$ cat src/hdl/cgom_pkg.sv
// Package with modes, output styles and constants of the gated one-shot counter channel
package cgom_pkg;
	localparam int CGOM_WIDTH = 16;
	localparam logic [15:0] CGOM_LOAD_RST = 16'h0001;
	localparam logic [15:0] CGOM_HOLD_RST = 16'h0001;
	localparam logic CGOM_TOGGLE_RST = 1'b0;

	typedef enum logic [1:0] {CGOM_MODE_E, CGOM_MODE_F, CGOM_MODE_G, CGOM_MODE_H} cgom_mode_t;
	typedef enum logic {CGOM_OUT_PULSE, CGOM_OUT_TOGGLE} cgom_out_t;
	typedef enum logic [1:0] {CGOM_IDLE, CGOM_WAIT, CGOM_LOAD_PH, CGOM_HOLD_PH} cgom_state_t;
endpackage

$ cat src/hdl/cgom_if.sv
// Interface carrying the conditioned gate from the gate front end to the sequencer
`timescale 1ns/100ps
interface cgom_gate_if;
	logic level;
	logic edge_seen;
	modport front (output level, output edge_seen);
	modport seq (input level, input edge_seen);
endinterface

$ cat src/hdl/cgom_channel.sv
// Counter channel sequencer for modes E, F, G and H
`timescale 1ns/100ps
module cgom_channel
#(
	parameter int WIDTH = cgom_pkg::CGOM_WIDTH
)
(
	// Clock and reset
	input wire logic core_clk,
	input wire logic reset_n,
	// Configuration
	input wire cgom_pkg::cgom_mode_t mode,
	input wire cgom_pkg::cgom_out_t out_style,
	input wire logic [WIDTH-1:0] load_value,
	input wire logic [WIDTH-1:0] hold_value,
	input wire logic gate_active_low,
	input wire logic edge_falling,
	// Commands, one-cycle pulses
	input wire logic arm_cmd,
	input wire logic disarm_cmd,
	// Count source enable and gate pin
	input wire logic count_en,
	input wire logic gate_pin,
	// Outputs
	output logic terminal_count,
	output logic toggle_out,
	output logic armed,
	output logic [WIDTH-1:0] count_value
);
	if (WIDTH < 2 || WIDTH > 32)
	begin
		$error("cgom_channel: WIDTH out of range");
	end

	cgom_gate_if gate_bus ();

	cgom_gate_sync u_gate
	(
		.core_clk(core_clk),
		.reset_n(reset_n),
		.gate_pin(gate_pin),
		.gate_active_low(gate_active_low),
		.edge_falling(edge_falling),
		.gate(gate_bus)
	);

	cgom_pkg::cgom_state_t state_ff, nxt_state;
	logic [WIDTH-1:0] cnt_ff, nxt_cnt;
	logic tc_ff, nxt_tc;
	logic tog_ff, nxt_tog;
	logic armed_ff, nxt_armed;
	logic at_one;

	assign at_one = (cnt_ff == WIDTH'(1));

	always_comb
	begin
		nxt_state = state_ff;
		nxt_cnt = cnt_ff;
		nxt_tc = 1'b0;
		nxt_tog = tog_ff;
		nxt_armed = armed_ff;
		if (disarm_cmd)
		begin
			// Stops counting; count value kept for inspection
			nxt_state = cgom_pkg::CGOM_IDLE;
			nxt_armed = 1'b0;
		end
		else if (arm_cmd && state_ff == cgom_pkg::CGOM_IDLE)
		begin
			nxt_armed = 1'b1;
			nxt_cnt = load_value;
			if (mode == cgom_pkg::CGOM_MODE_F)
				nxt_state = cgom_pkg::CGOM_WAIT;
			else
				nxt_state = cgom_pkg::CGOM_LOAD_PH;
		end
		else
		begin
			unique case (state_ff)
				cgom_pkg::CGOM_IDLE:
				begin
					nxt_state = cgom_pkg::CGOM_IDLE;
				end
				cgom_pkg::CGOM_WAIT:
				begin
					if (gate_bus.edge_seen)
						nxt_state = cgom_pkg::CGOM_LOAD_PH;
				end
				cgom_pkg::CGOM_LOAD_PH, cgom_pkg::CGOM_HOLD_PH:
				begin
					// Modes E and H advance only with gate asserted; F ignores gate here
					if (count_en && (gate_bus.level || mode == cgom_pkg::CGOM_MODE_F ||
						mode == cgom_pkg::CGOM_MODE_G))
					begin
						if (at_one)
						begin
							nxt_tc = 1'b1;
							nxt_tog = ~tog_ff;
							unique case (mode)
								cgom_pkg::CGOM_MODE_E:
									nxt_cnt = load_value;
								cgom_pkg::CGOM_MODE_F:
								begin
									nxt_cnt = load_value;
									nxt_state = cgom_pkg::CGOM_WAIT;
								end
								cgom_pkg::CGOM_MODE_G, cgom_pkg::CGOM_MODE_H:
								begin
									if (state_ff == cgom_pkg::CGOM_LOAD_PH)
									begin
										nxt_cnt = hold_value;
										nxt_state = cgom_pkg::CGOM_HOLD_PH;
									end
									else
									begin
										nxt_cnt = load_value;
										nxt_state = cgom_pkg::CGOM_IDLE;
										nxt_armed = 1'b0;
									end
								end
							endcase
						end
						else
							nxt_cnt = cnt_ff - WIDTH'(1);
					end
				end
			endcase
		end
	end

	always_ff @(posedge core_clk)
	begin
		if (!reset_n)
		begin
			state_ff <= cgom_pkg::CGOM_IDLE;
			cnt_ff <= WIDTH'(cgom_pkg::CGOM_LOAD_RST);
			tc_ff <= 1'b0;
			tog_ff <= cgom_pkg::CGOM_TOGGLE_RST;
			armed_ff <= 1'b0;
		end
		else
		begin
			state_ff <= nxt_state;
			cnt_ff <= nxt_cnt;
			tc_ff <= nxt_tc;
			tog_ff <= nxt_tog;
			armed_ff <= nxt_armed;
		end
	end

	assign terminal_count = tc_ff;
	assign toggle_out = tog_ff;
	assign armed = armed_ff;
	assign count_value = cnt_ff;

	mode_e_hold_a: assert property (@(posedge core_clk) disable iff (!reset_n)
		(mode == cgom_pkg::CGOM_MODE_E && state_ff == cgom_pkg::CGOM_LOAD_PH && !gate_bus.level
		&& !arm_cmd && !disarm_cmd) |=> $stable(cnt_ff))
		else $error("mode E counted with gate deasserted");
	mode_e_reload_a: assert property (@(posedge core_clk) disable iff (!reset_n)
		(mode == cgom_pkg::CGOM_MODE_E && state_ff == cgom_pkg::CGOM_LOAD_PH && count_en &&
		gate_bus.level && at_one && !disarm_cmd) |=> (cnt_ff == $past(load_value) && terminal_count))
		else $error("mode E did not reload at terminal count");
	f_wait_idle_a: assert property (@(posedge core_clk) disable iff (!reset_n)
		(state_ff == cgom_pkg::CGOM_WAIT && !gate_bus.edge_seen && !disarm_cmd)
		|=> (state_ff == cgom_pkg::CGOM_WAIT && $stable(cnt_ff)))
		else $error("mode F left wait without gate edge");
	f_rearm_a: assert property (@(posedge core_clk) disable iff (!reset_n)
		(mode == cgom_pkg::CGOM_MODE_F && state_ff == cgom_pkg::CGOM_LOAD_PH && count_en && at_one
		&& !disarm_cmd) |=> (state_ff == cgom_pkg::CGOM_WAIT && armed && cnt_ff == $past(load_value)))
		else $error("mode F did not stay armed after pass");
	f_edge_ignore_a: assert property (@(posedge core_clk) disable iff (!reset_n)
		(mode == cgom_pkg::CGOM_MODE_F && state_ff == cgom_pkg::CGOM_LOAD_PH && !count_en
		&& !disarm_cmd) |=> ($stable(cnt_ff) && state_ff == cgom_pkg::CGOM_LOAD_PH))
		else $error("mode F pass disturbed by gate");
	g_to_hold_a: assert property (@(posedge core_clk) disable iff (!reset_n)
		(state_ff == cgom_pkg::CGOM_LOAD_PH && count_en && at_one && !disarm_cmd &&
		(mode == cgom_pkg::CGOM_MODE_G || (mode == cgom_pkg::CGOM_MODE_H && gate_bus.level)))
		|=> (state_ff == cgom_pkg::CGOM_HOLD_PH && cnt_ff == $past(hold_value)))
		else $error("hold phase not entered");
	g_disarm_a: assert property (@(posedge core_clk) disable iff (!reset_n)
		(state_ff == cgom_pkg::CGOM_HOLD_PH && count_en && at_one && !disarm_cmd &&
		(mode == cgom_pkg::CGOM_MODE_G || gate_bus.level))
		|=> (!armed && state_ff == cgom_pkg::CGOM_IDLE && cnt_ff == $past(load_value)))
		else $error("no disarm after second terminal count");
	tc_toggle_a: assert property (@(posedge core_clk) disable iff (!reset_n)
		terminal_count |-> (toggle_out != $past(toggle_out)))
		else $error("toggle output missed terminal count");
	h_gate_hold_a: assert property (@(posedge core_clk) disable iff (!reset_n)
		(mode == cgom_pkg::CGOM_MODE_H && state_ff != cgom_pkg::CGOM_IDLE && !gate_bus.level
		&& !disarm_cmd) |=> $stable(cnt_ff))
		else $error("mode H counted with gate deasserted");
	h_phase_a: assert property (@(posedge core_clk) disable iff (!reset_n)
		(mode == cgom_pkg::CGOM_MODE_H && state_ff == cgom_pkg::CGOM_HOLD_PH && !gate_bus.level
		&& !disarm_cmd) |=> state_ff == cgom_pkg::CGOM_HOLD_PH)
		else $error("mode H hold phase advanced without gate");
	h_idle_a: assert property (@(posedge core_clk) disable iff (!reset_n)
		(state_ff == cgom_pkg::CGOM_IDLE && !arm_cmd) |=> state_ff == cgom_pkg::CGOM_IDLE)
		else $error("idle left without arm");
	disarm_stop_a: assert property (@(posedge core_clk) disable iff (!reset_n)
		(disarm_cmd ##1 !arm_cmd) |-> (!armed && state_ff == cgom_pkg::CGOM_IDLE) [*2])
		else $error("disarm did not stop channel");
	pulse_one_a: assert property (@(posedge core_clk) disable iff (!reset_n)
		terminal_count |-> ($past(count_en) && $past(at_one)))
		else $error("terminal count without a tick at one");
endmodule

$ cat src/hdl/cgom_gate_sync.sv
// Gate front end: synchroniser, polarity select and active-edge detector
`timescale 1ns/100ps
module cgom_gate_sync
(
	// Clock and reset
	input wire logic core_clk,
	input wire logic reset_n,
	// Raw gate pin and its configuration
	input wire logic gate_pin,
	input wire logic gate_active_low,
	input wire logic edge_falling,
	// Conditioned gate
	cgom_gate_if.front gate
);
	logic meta_ff, sync_ff, prev_ff;
	logic nxt_meta, nxt_sync, nxt_prev;
	logic [2:0] fill_ff, nxt_fill;

	always_comb
	begin
		nxt_meta = gate_pin;
		nxt_sync = meta_ff;
		nxt_prev = sync_ff;
		nxt_fill = {fill_ff[1:0], 1'b1};
	end

	always_ff @(posedge core_clk)
	begin
		if (!reset_n)
		begin
			meta_ff <= 1'b0;
			sync_ff <= 1'b0;
			prev_ff <= 1'b0;
			fill_ff <= 3'h0;
		end
		else
		begin
			meta_ff <= nxt_meta;
			sync_ff <= nxt_sync;
			prev_ff <= nxt_prev;
			fill_ff <= nxt_fill;
		end
	end

	// Edges judged only on synchronised samples
	assign gate.level = sync_ff ^ gate_active_low;
	// Held off until the compare stage holds a real pin sample, so reset makes no false edge
	assign gate.edge_seen = fill_ff[2] & (edge_falling ? (prev_ff & ~sync_ff) : (~prev_ff & sync_ff));
endmodule

$ cat config.mk
export PLATFORM = sky130hd
export DESIGN_NAME = cgom_channel
export DESIGN_NICKNAME = d
export VERILOG_FILES = /design/src/hdl/cgom_pkg.sv /design/src/hdl/cgom_if.sv /design/src/hdl/cgom_channel.sv /design/src/hdl/cgom_gate_sync.sv
export SDC_FILE = /design/constraint.sdc
export NUM_CORES = 1
export LEC_CHECK = 0
export BUFFER_PORTS_ARGS = -buffer_cell sky130_fd_sc_hd__clkbuf_2
export CAP_MARGIN = 40
export CORE_MARGIN = 4
export CORE_UTILIZATION = 51
export CTS_BUF_LIST = sky130_fd_sc_hd__clkbuf_16
export CTS_CLUSTER_SIZE = 28
export DETAILED_ROUTE_END_ITERATION = 10
export GPL_TIMING_DRIVEN = 0
export PLACE_DENSITY = 0.78
export SYNTH_ARGS = -nofsm -noshare
export SYNTH_HDL_FRONTEND = slang
export SYNTH_HIERARCHICAL = 1
export SYNTH_SLANG_ARGS = --single-unit
$ cat constraint.sdc
create_clock -name core_clk -period 6.6 [get_ports core_clk]
set_input_delay 0.66 -clock core_clk [delete_from_list [all_inputs] [get_ports core_clk]]
set_output_delay 0.66 -clock core_clk [all_outputs]
set_load 0.03 [all_outputs]
==> results.yml, run 1 <==
drt:
  vias: 2134
  dr.pass1.iters: 5
  drc: 0
  detail_route.wl_per_cell_um: 16.9
  wl_mm: 5.83
  vias_per_cell: 6.17
  final_antenna_net_count: 0
  drt_iter0_drc: 247
timing:
  timing.clock.skew_ns: 0.00179
  worst_hold_slack_ns: 0.436
  rsz0062_at_grt: "no"
  drv_slew: 0
  max_freq_mhz: 365
  final_hold_viol_count: 0
  fin_crit_sh_pct: 41.5
  setup_tns_ns: 0
  setup_viol: 0
  max_slew.worst_pin.slew_ns: 0.799
  relSlewSlack_pct: 46.3
  post-route-min-period_ns: 2.74
logic_synthesis:
  ys_ff_latch: 27
  synth_cell_types: 53
  syn-num-nets: 281
  ys_warn_count: 6
  avgSynthCellArea_um2: 7.80
  synth_area_um2: 1840
  seq_area_frac_synth_pct: 29.3
  postSynthCellCount: 236
  ys.flop_type: "dfxtp_1"
  synth_edf_count: 0
  async_flop_share_pct: 0
floorplan:
  fp-row-count: 21
  die_area_um2: 4640
  pin_count: 62
  fp.dieH_um: 68.1
  start_util_pct: 53.9
  fp.dieW_um: 68.1
  core_region_area_um2: 3420
global_route:
  grt-ovfl-total: 0
  grt_antenna_before_repair: 0
  grt_max_degree: 16
  first_global_vias: 1938
  track_usage_pct: 26.6
  grt_pass1_wl_mm: 9.34
cts:
  cts.htree.levels: 1
  cts_resized: 0
  cts_buffers: 3
  cts_tree: "built"
  hold_buffers: 0
  clk_latency_ns: 0.26
  cts_num_sinks: 27
  path_clk_slew_ns: 0.07
  cts-root-buf: "clkbuf_16"
  clock_path_buffers: 2
  postCtsSetupBuffers: 0
job:
  maxCapViolations: 0
worst_setup_path:
  worstPathArrival_ns: 2.89
  cp.required_ns: 6.75
  cp_max_fo: 10
  cp-end-kind: "register"
  critPathLaunchType: "register"
  critPathKind: "reg2reg"
power_and_ir_drop:
  p_per_area_nw_per_um2: 228
  static-leakage-power_nw: 0.991
  ir_worst_vdd_v: 0.000138
final_layout:
  nets: 346
  fillers: 328
  final_cell_mix: "clkbuf_2, dfxtp_1, nand2_1, o21ai_0, nor2_1"
  insertedDiodeCount: 0
  drive_gt1_share_pct: 26.0
  layout_commonest_cell: "clkbuf_2"
  area_growth_pct: 23.8
  final_core_util_pct: 66.7
placed_design:
  finalWeightedCongestion: 0.914
  dp_hpwl_mm: 4.33
  numPortBuffers: 59
worst_hold_path:
  worstHoldPathType: "reg2reg"
run_status:
  status: "finished, final reports clean"
per-layer routing:
metal | share of wire (%) | track usage (%) | up-vias
met3 | 9.2 | 5.25 | 7
li1 | - | - | 1014
met5 | 0 | 0 | -
met2 | 47 | 43.3 | 118
met4 | 1.1 | 5.71 | 0
met1 | 42 | 36.1 | 995
state kept, by name (all words and copies together) (netlist names):
| signal | flops |
|---|---|
| count_value | 16 |
| u_gate/meta_ff | 1 |
| u_gate/prev_ff | 1 |
| terminal_count | 1 |
| armed | 1 |
| u_gate/nxt_prev | 1 |
| toggle_out | 1 |
| u_gate/fill_ff | 3 |
| state_ff | 2 |
cell families (layout without fill, tap and decap cells):
kind of cell | count (synthesis) | in the layout | share of synthesized area, %
and+or+nand+nor | 97 | 97 | 29.4
xor gates and xnor gates | 12 | 12 | 5.71
DFF | 27 | 27 | 29.3
AOI/OAI and AO/OA | 66 | 66 | 23.6
adders and majority gates | 2 | 2 | 1.36
buffers and inverters | 22 | 86 | 5.03
muxes | 10 | 10 | 5.57
worst max-delay path: stages (launching register included):
cell	delay, ns
dfxtp_1	0.41
ha_1	0.23
or3b_2	0.50
nor4_2	0.72
buf_2	0.38
nand2_1	0.09
a22oi_1	0.17
o22ai_1	0.11
worst paths after layout:
check                 start              end  slack (ns)  depth (start not counted)
min          u_gate/meta_ff  u_gate/nxt_prev        0.44                          1
max reg2reg  count_value[0]   count_value[6]        3.86                          7
max          count_value[0]   count_value[6]        3.86                          7
min reg2reg  u_gate/meta_ff  u_gate/nxt_prev        0.44                          1
where the power goes:
group	internal [mW]	switching, mW	total (mW)	leakage [nW]
clock	0.0819	0.0597	0.142	0.0409
combinational	0.0700	0.114	0.184	0.728
sequential	0.175	0.0176	0.193	0.222
total	0.327	0.192	0.519	0.991
synth_stat cells (all sizes together), types with 2 or more instances:
library cell | n | area share (%)
dfxtp | 27 | 29
nand2 | 21 | 4.3
o21ai | 19 | 5.2
nor2 | 18 | 3.7
a21oi | 13 | 3.5
clkbuf | 13 | 2.6
nor3 | 11 | 3.0
a31oi | 9 | 3.1
mux2i | 8 | 4.3
nor3b | 7 | 2.9
xnor2 | 7 | 3.3
and2 | 6 | 2.1
inv | 6 | 1.2
nand3 | 6 | 1.6
or4 | 6 | 2.6
or3 | 5 | 1.7
xor2 | 5 | 2.4
nor4 | 4 | 1.7
buf | 3 | 1.2
or3b | 3 | 1.4
a211oi | 2 | 0.81
a22oi | 2 | 0.81
a32oi | 2 | 0.95
ha | 2 | 1.4
mux2 | 2 | 1.2
nand4b | 2 | 0.95
nor2b | 2 | 0.68
o211ai | 2 | 0.81
o311a | 2 | 1.1
o31ai | 2 | 0.81
o32ai | 2 | 0.95
cell type report:
cell class / count / area [um^2] / share of cell area [%]
repair buffers: 60 / 300 / 13.2
multi-input cells: 187 / 1210 / 53.0
clock buffers: 3 / 75.1 / 3.29
clock inverters: 1 / 5.00 / 0.220
flip-flops and latches: 27 / 541 / 23.7
plain buffers: 16 / 70.1 / 3.07
well taps: 46 / 57.6 / 2.52
inverters: 6 / 22.5 / 0.988
metrics by stage:
| stage | cells | total power, mW | worst slack (ns) | cell area, um^2 |
|---|---|---|---|---|
| finish | 346 | 0.519 | 3.86 | 2280 |
| CTS | 346 | 0.515 | 3.94 | 2280 |
| floorplan | 236 | 0.319 | 4.13 | 1840 |
| global route | 346 | 0.545 | 3.71 | 2280 |
| global placement | 341 | 0.372 | 3.87 | 2190 |
| detailed placement | 342 | 0.375 | 3.83 | 2200 |
Power figures use the tool's default switching activity.
==> run 2, diff against run 1 <==
CORE_UTILIZATION = 50   (was 51)
PLACE_DENSITY = 0.76   (was 0.78)
clock period = 2.85 ns   (was 6.6 ns; I/O delays follow)
==> results.yml, run 2 (synthesis results as in run 1) <==
run_status:
  status: "finished, final reports clean"
global_route:
  grt_antenna_before_repair: 0
  track_usage_pct: 26.2
  first_global_vias: 1923
  grt_pass1_wl_mm: 9.34
  grt_max_degree: 17
  grt-ovfl-total: 0
timing:
  final_hold_viol_count: 0
  setup_viol: 0
  drv_slew: 0
  fin_crit_sh_pct: 89.0
  max_slew.worst_pin.slew_ns: 0.726
  timing.clock.skew_ns: 0.00200
  max_freq_mhz: 394
  setup_tns_ns: 0
  relSlewSlack_pct: 50.8
  rsz0062_at_grt: "no"
  post-route-min-period_ns: 2.54
final_layout:
  nets: 346
  final_cell_mix: "clkbuf_2, dfxtp_1, nand2_1, o21ai_0, nor2_1"
  layout_commonest_cell: "clkbuf_2"
  drive_gt1_share_pct: 26.0
  final_core_util_pct: 66.6
  area_growth_pct: 24.5
  largest_reg_flops: 16
  insertedDiodeCount: 0
power_and_ir_drop:
  p_per_area_nw_per_um2: 527
  static-leakage-power_nw: 0.989
  ir_worst_vdd_v: 0.000223
cts:
  cts_tree: "built"
  path_clk_slew_ns: 0.07
  clock_path_buffers: 2
  cts.htree.levels: 1
  cts_num_sinks: 27
  postCtsSetupBuffers: 0
  cts_buffers: 3
  cts-root-buf: "clkbuf_16"
  clk_latency_ns: 0.27
drt:
  drc: 0
  wl_mm: 5.84
  drt_iter0_drc: 196
  vias: 2073
  dr.pass1.iters: 4
  detail_route.wl_per_cell_um: 16.9
  final_antenna_net_count: 0
  vias_per_cell: 5.99
job:
  maxCapViolations: 0
worst_setup_path:
  critPathLaunchType: "register"
  r2r_start: "count_value[0]"
  worstPathArrival_ns: 2.69
  cp_max_fo: 10
  endpoint: "count_value[6]"
  r2r-end: "count_value[6]"
  cp-end-kind: "register"
  startpoint: "count_value[0]"
  reg2reg_slack_ns: 0.31
  critPathKind: "reg2reg"
  reg2regPathDepth: 7
  cp.required_ns: 3.00
placed_design:
  finalWeightedCongestion: 0.972
  numPortBuffers: 59
  dp_hpwl_mm: 4.35
floorplan:
  fp-row-count: 21
  start_util_pct: 53.5
  core_region_area_um2: 3440
  die_area_um2: 4720
  fp.dieW_um: 68.7
  fp.dieH_um: 68.7
  pin_count: 62
worst_hold_path:
  worstHoldPathType: "in2reg"
[run 2: worst min-delay path by stage]
| stage | end | slack [ns] | depth (start not counted) | startpoint |
|---|---|---|---|---|
| after floorplan | u_gate/fill_ff[0] | 0.31 | 0 | reset_n |
| after global placement | u_gate/fill_ff[2] | 0.42 | 1 | u_gate/fill_ff[1] |
| after detailed placement | u_gate/nxt_prev | 0.43 | 1 | u_gate/meta_ff |
| after CTS | u_gate/meta_ff | 0.21 | 2 | gate_pin |
| after global routing | u_gate/meta_ff | 0.23 | 2 | gate_pin |
| final | u_gate/meta_ff | 0.21 | 2 | gate_pin |
[run 2: per-layer routing]
layer / vias up / wire [um] / track usage (%)
met5: - / 0 / 0
met4: 0 / 95 / 9.98
met3: 11 / 470 / 4.05
met2: 91 / 2710 / 41.7
met1: 958 / 2560 / 35.6
li1: 1013 / - / -
[run 2: area by class of cell]
type / count / area (um^2)
tap: 46 / 57.6
clock buffer: 3 / 75.1
clock inverter: 1 / 7.51
fill: 326 / 1150
timing repair buffer: 60 / 303
multi-input combinational: 187 / 1220
inverter: 6 / 22.5
sequential: 27 / 541
buffer: 16 / 70.1
[run 2: critical path: stages, from the launching register on]
cell	delay (ns)
dfxtp_1	0.40
ha_1	0.23
or3b_2	0.52
nor4_4	0.55
buf_2	0.35
nand2_1	0.08
a22oi_1	0.18
o22ai_1	0.11
[run 2: where the power goes]
group	switching [mW]	total (mW)	internal (mW)	leakage, nW
sequential	0.0402	0.445	0.405	0.222
clock	0.142	0.333	0.191	0.0371
combinational	0.267	0.431	0.164	0.730
[run 2: timing repair]
item / 4_1_cts / 5_1_grt
setup endpoints to repair: 0 / 6
gates resized for setup: 0 / 1
hold buffers: 0 / 0
[run 2: metrics by stage]
stage / total power [mW] / cell area [um^2] / hold slack, ns / setup slack [ns] / instances
final: 1.21 / 2290 / 0.211 / 0.313 / 346
after global routing: 1.27 / 2290 / 0.233 / 0.149 / 346
after CTS: 1.20 / 2280 / 0.213 / 0.114 / 346
after detailed placement: 0.868 / 2200 / 0.427 / 0.126 / 342
after global placement: 0.864 / 2190 / 0.418 / 0.145 / 341
after floorplan: 0.738 / 1840 / 0.313 / 0.384 / 236
==> run 3, diff against run 2 <==
ABC_AREA = 1   (was not set)
CORE_ASPECT_RATIO = 0.75   (was not set)
CORE_UTILIZATION = 51   (was 50)
PLACE_DENSITY = 0.75   (was 0.76)
==> results.yml, run 3 <==
drt:
  drc: 0
  vias: 2607
  final_antenna_net_count: 0
  drt_iter0_drc: 186
  vias_per_cell: 5.21
  wl_mm: 6.48
  dr.pass1.iters: 5
  detail_route.wl_per_cell_um: 13.0
logic_synthesis:
  yosysTopAreaCell: "dfxtp_1"
  postSynthCellCount: 382
  ys_warn_count: 6
  ys.flop_type: "dfxtp_1"
  ys_ff_latch: 27
  synth_most_common_cell: "nand2_1"
  avgSynthCellArea_um2: 5.86
  seq_area_frac_synth_pct: 24.1
  synth_common_cells: "nand2_1, nand3_1, nor2_1"
  syn-num-nets: 427
  synth_top_area_share_pct: 24.1
  synth_area_um2: 2240
  synth_cell_types: 30
  async_flop_share_pct: 0
  synth_edf_count: 0
  synthTopCellsByArea: "dfxtp_1, nand2_1, nand3_1"
worst_setup_path:
  cp_max_fo: 10
  cp-end-kind: "register"
  critPathLaunchType: "register"
  cp_num_buf_inv: 2
  worstPathArrival_ns: 1.90
  critPathKind: "reg2reg"
  critPathSlowestCell: "dfxtp_1"
  cp_cell_sequence: "inv_1 > ha_1 > nand3_1 > nor2_4 > nand2_4 > buf_6 > o21ai_0 > nand3_1 > nand2_1 > a21oi_1"
  critPathMaxStageDelay_ns: 0.32
  cp_top_family: "simple AND/OR/NAND/NOR gates"
  cp_common_cell: "nand3_1"
  cp.required_ns: 2.99
timing:
  timing.clock.skew_ns: 0.00362
  layout_setup_ws_ns: 1.09
  rsz0062_at_grt: "no"
  fin_crit_sh_pct: 61.9
  post-route-min-period_ns: 1.76
  relSlewSlack_pct: 67.2
  final_hold_viol_count: 0
  setup_viol: 0
  max_freq_mhz: 567
  setup_tns_ns: 0
  drv_slew: 0
  max_slew.worst_pin.slew_ns: 0.492
run_status:
  status: "finished, final reports clean"
cts:
  path_clk_slew_ns: 0.08
  cts_tree: "built"
  cts-root-buf: "clkbuf_16"
  postCtsSetupBuffers: 0
  cts_buffers: 3
  cts.htree.levels: 1
  hold_buffers: 0
  cts_resized: 0
  cts_num_sinks: 27
  clock_path_buffers: 2
  clk_latency_ns: 0.27
power_and_ir_drop:
  power_mw: 1.50
  ir_worst_vdd_v: 0.000274
  p_per_area_nw_per_um2: 559
  static-leakage-power_nw: 1.48
floorplan:
  fp.dieH_um: 65.4
  fp-row-count: 20
  start_util_pct: 53.9
  fp.dieW_um: 84.5
  die_area_um2: 5530
  pin_count: 62
  core_region_area_um2: 4150
worst_hold_path:
  worstHoldPathType: "in2reg"
final_layout:
  nets: 491
  area_growth_pct: 20.0
  layout.cells.non_filler: 500
  drive_gt1_share_pct: 24.3
  layout_commonest_cell: "nand2_1"
  largest_reg_flops: 16
  final_cell_mix: "nand2_1, clkbuf_2, nor2_1, nand3_1, inv_1"
  insertedDiodeCount: 0
placed_design:
  dp_hpwl_mm: 5.08
  place_ws_ns: 1.10
  placedCellCount: 496
  finalWeightedCongestion: 0.900
  numPortBuffers: 59
global_route:
  grt_pass1_wl_mm: 10.4
  grt_antenna_before_repair: 0
  grt_max_degree: 18
  track_usage_pct: 23.2
  first_global_vias: 2260
  grt-ovfl-total: 0
job:
  maxCapViolations: 0
run 3: changes by cell type in the layout (fill, tap and decap cells not counted), moves of 8 or more:
cell,before,now
inv_1,6,37
a21oi_1,13,21
nor2_1,18,46
nor2_2,0,9
nand2_2,0,8
clkbuf_1,13,0
nor3_1,11,0
nand3_1,6,46
mux2i_1,8,0
a31oi_1,9,0
nand2_1,21,134
o21ai_0,18,10
run 3: worst paths after layout:
check,end,cells after the start,from,slack [ns]
worst max-delay path,count_value[4],10,count_value[1],1.09
worst min-delay path,u_gate/meta_ff,3,gate_pin,0.19
worst max register to register,count_value[4],10,count_value[1],1.09
worst min register to register,u_gate/fill_ff[2],2,u_gate/fill_ff[1],0.43
run 3: where the power goes:
part / total, mW / switching [mW] / internal [mW]
Combinational: 0.716 / 0.463 / 0.252
Sequential: 0.437 / 0.0338 / 0.403
Clock: 0.349 / 0.154 / 0.195
run 3: area by class of cell:
class                   instances  area, um^2
flip-flops and latches         27         541
clock buffers                   3        75.1
fillers                       426        1470
repair buffers                 59         295
clock inverters                 1        8.76
plain buffers                  12         119
multi-input cells             300        1420
inverters                      43         165
well taps                      55        68.8
run 3: kinds of logic after synthesis:
group | count (synthesis) | synth area share (%)
AOI/OAI and AO/OA | 34 | 7.82
xor gates and xnor gates | 3 | 1.17
adders and majority gates | 2 | 1.12
buffers and inverters | 55 | 12.7
DFF | 27 | 24.1
and+or+nand+nor | 261 | 53.1
run 3: metrics by stage:
stage          instance area [um^2]  hold WS (ns)  util (%)
2_1_floorplan                  2240         0.313         -
3_3_place_gp                   2600         0.393      62.7
3_5_place_dp                   2600         0.410      62.7
4_1_cts                        2690         0.192      64.7
5_1_grt                        2690         0.222      64.7
6_report                       2690         0.195      64.7
run 3: routing by layer:
metal,vias to the layer above,track usage [%],wire [um]
met1,1178,32.3,3030
met3,2,4.39,560
met5,-,0,0
met4,0,3.16,18
met2,101,38.5,2870
li1,1326,-,-
run 3: tightest hold or removal path: stages:
cell and delay (ns):
clkbuf_2 0.07, nand2_1 0.04, inv_1 0.04
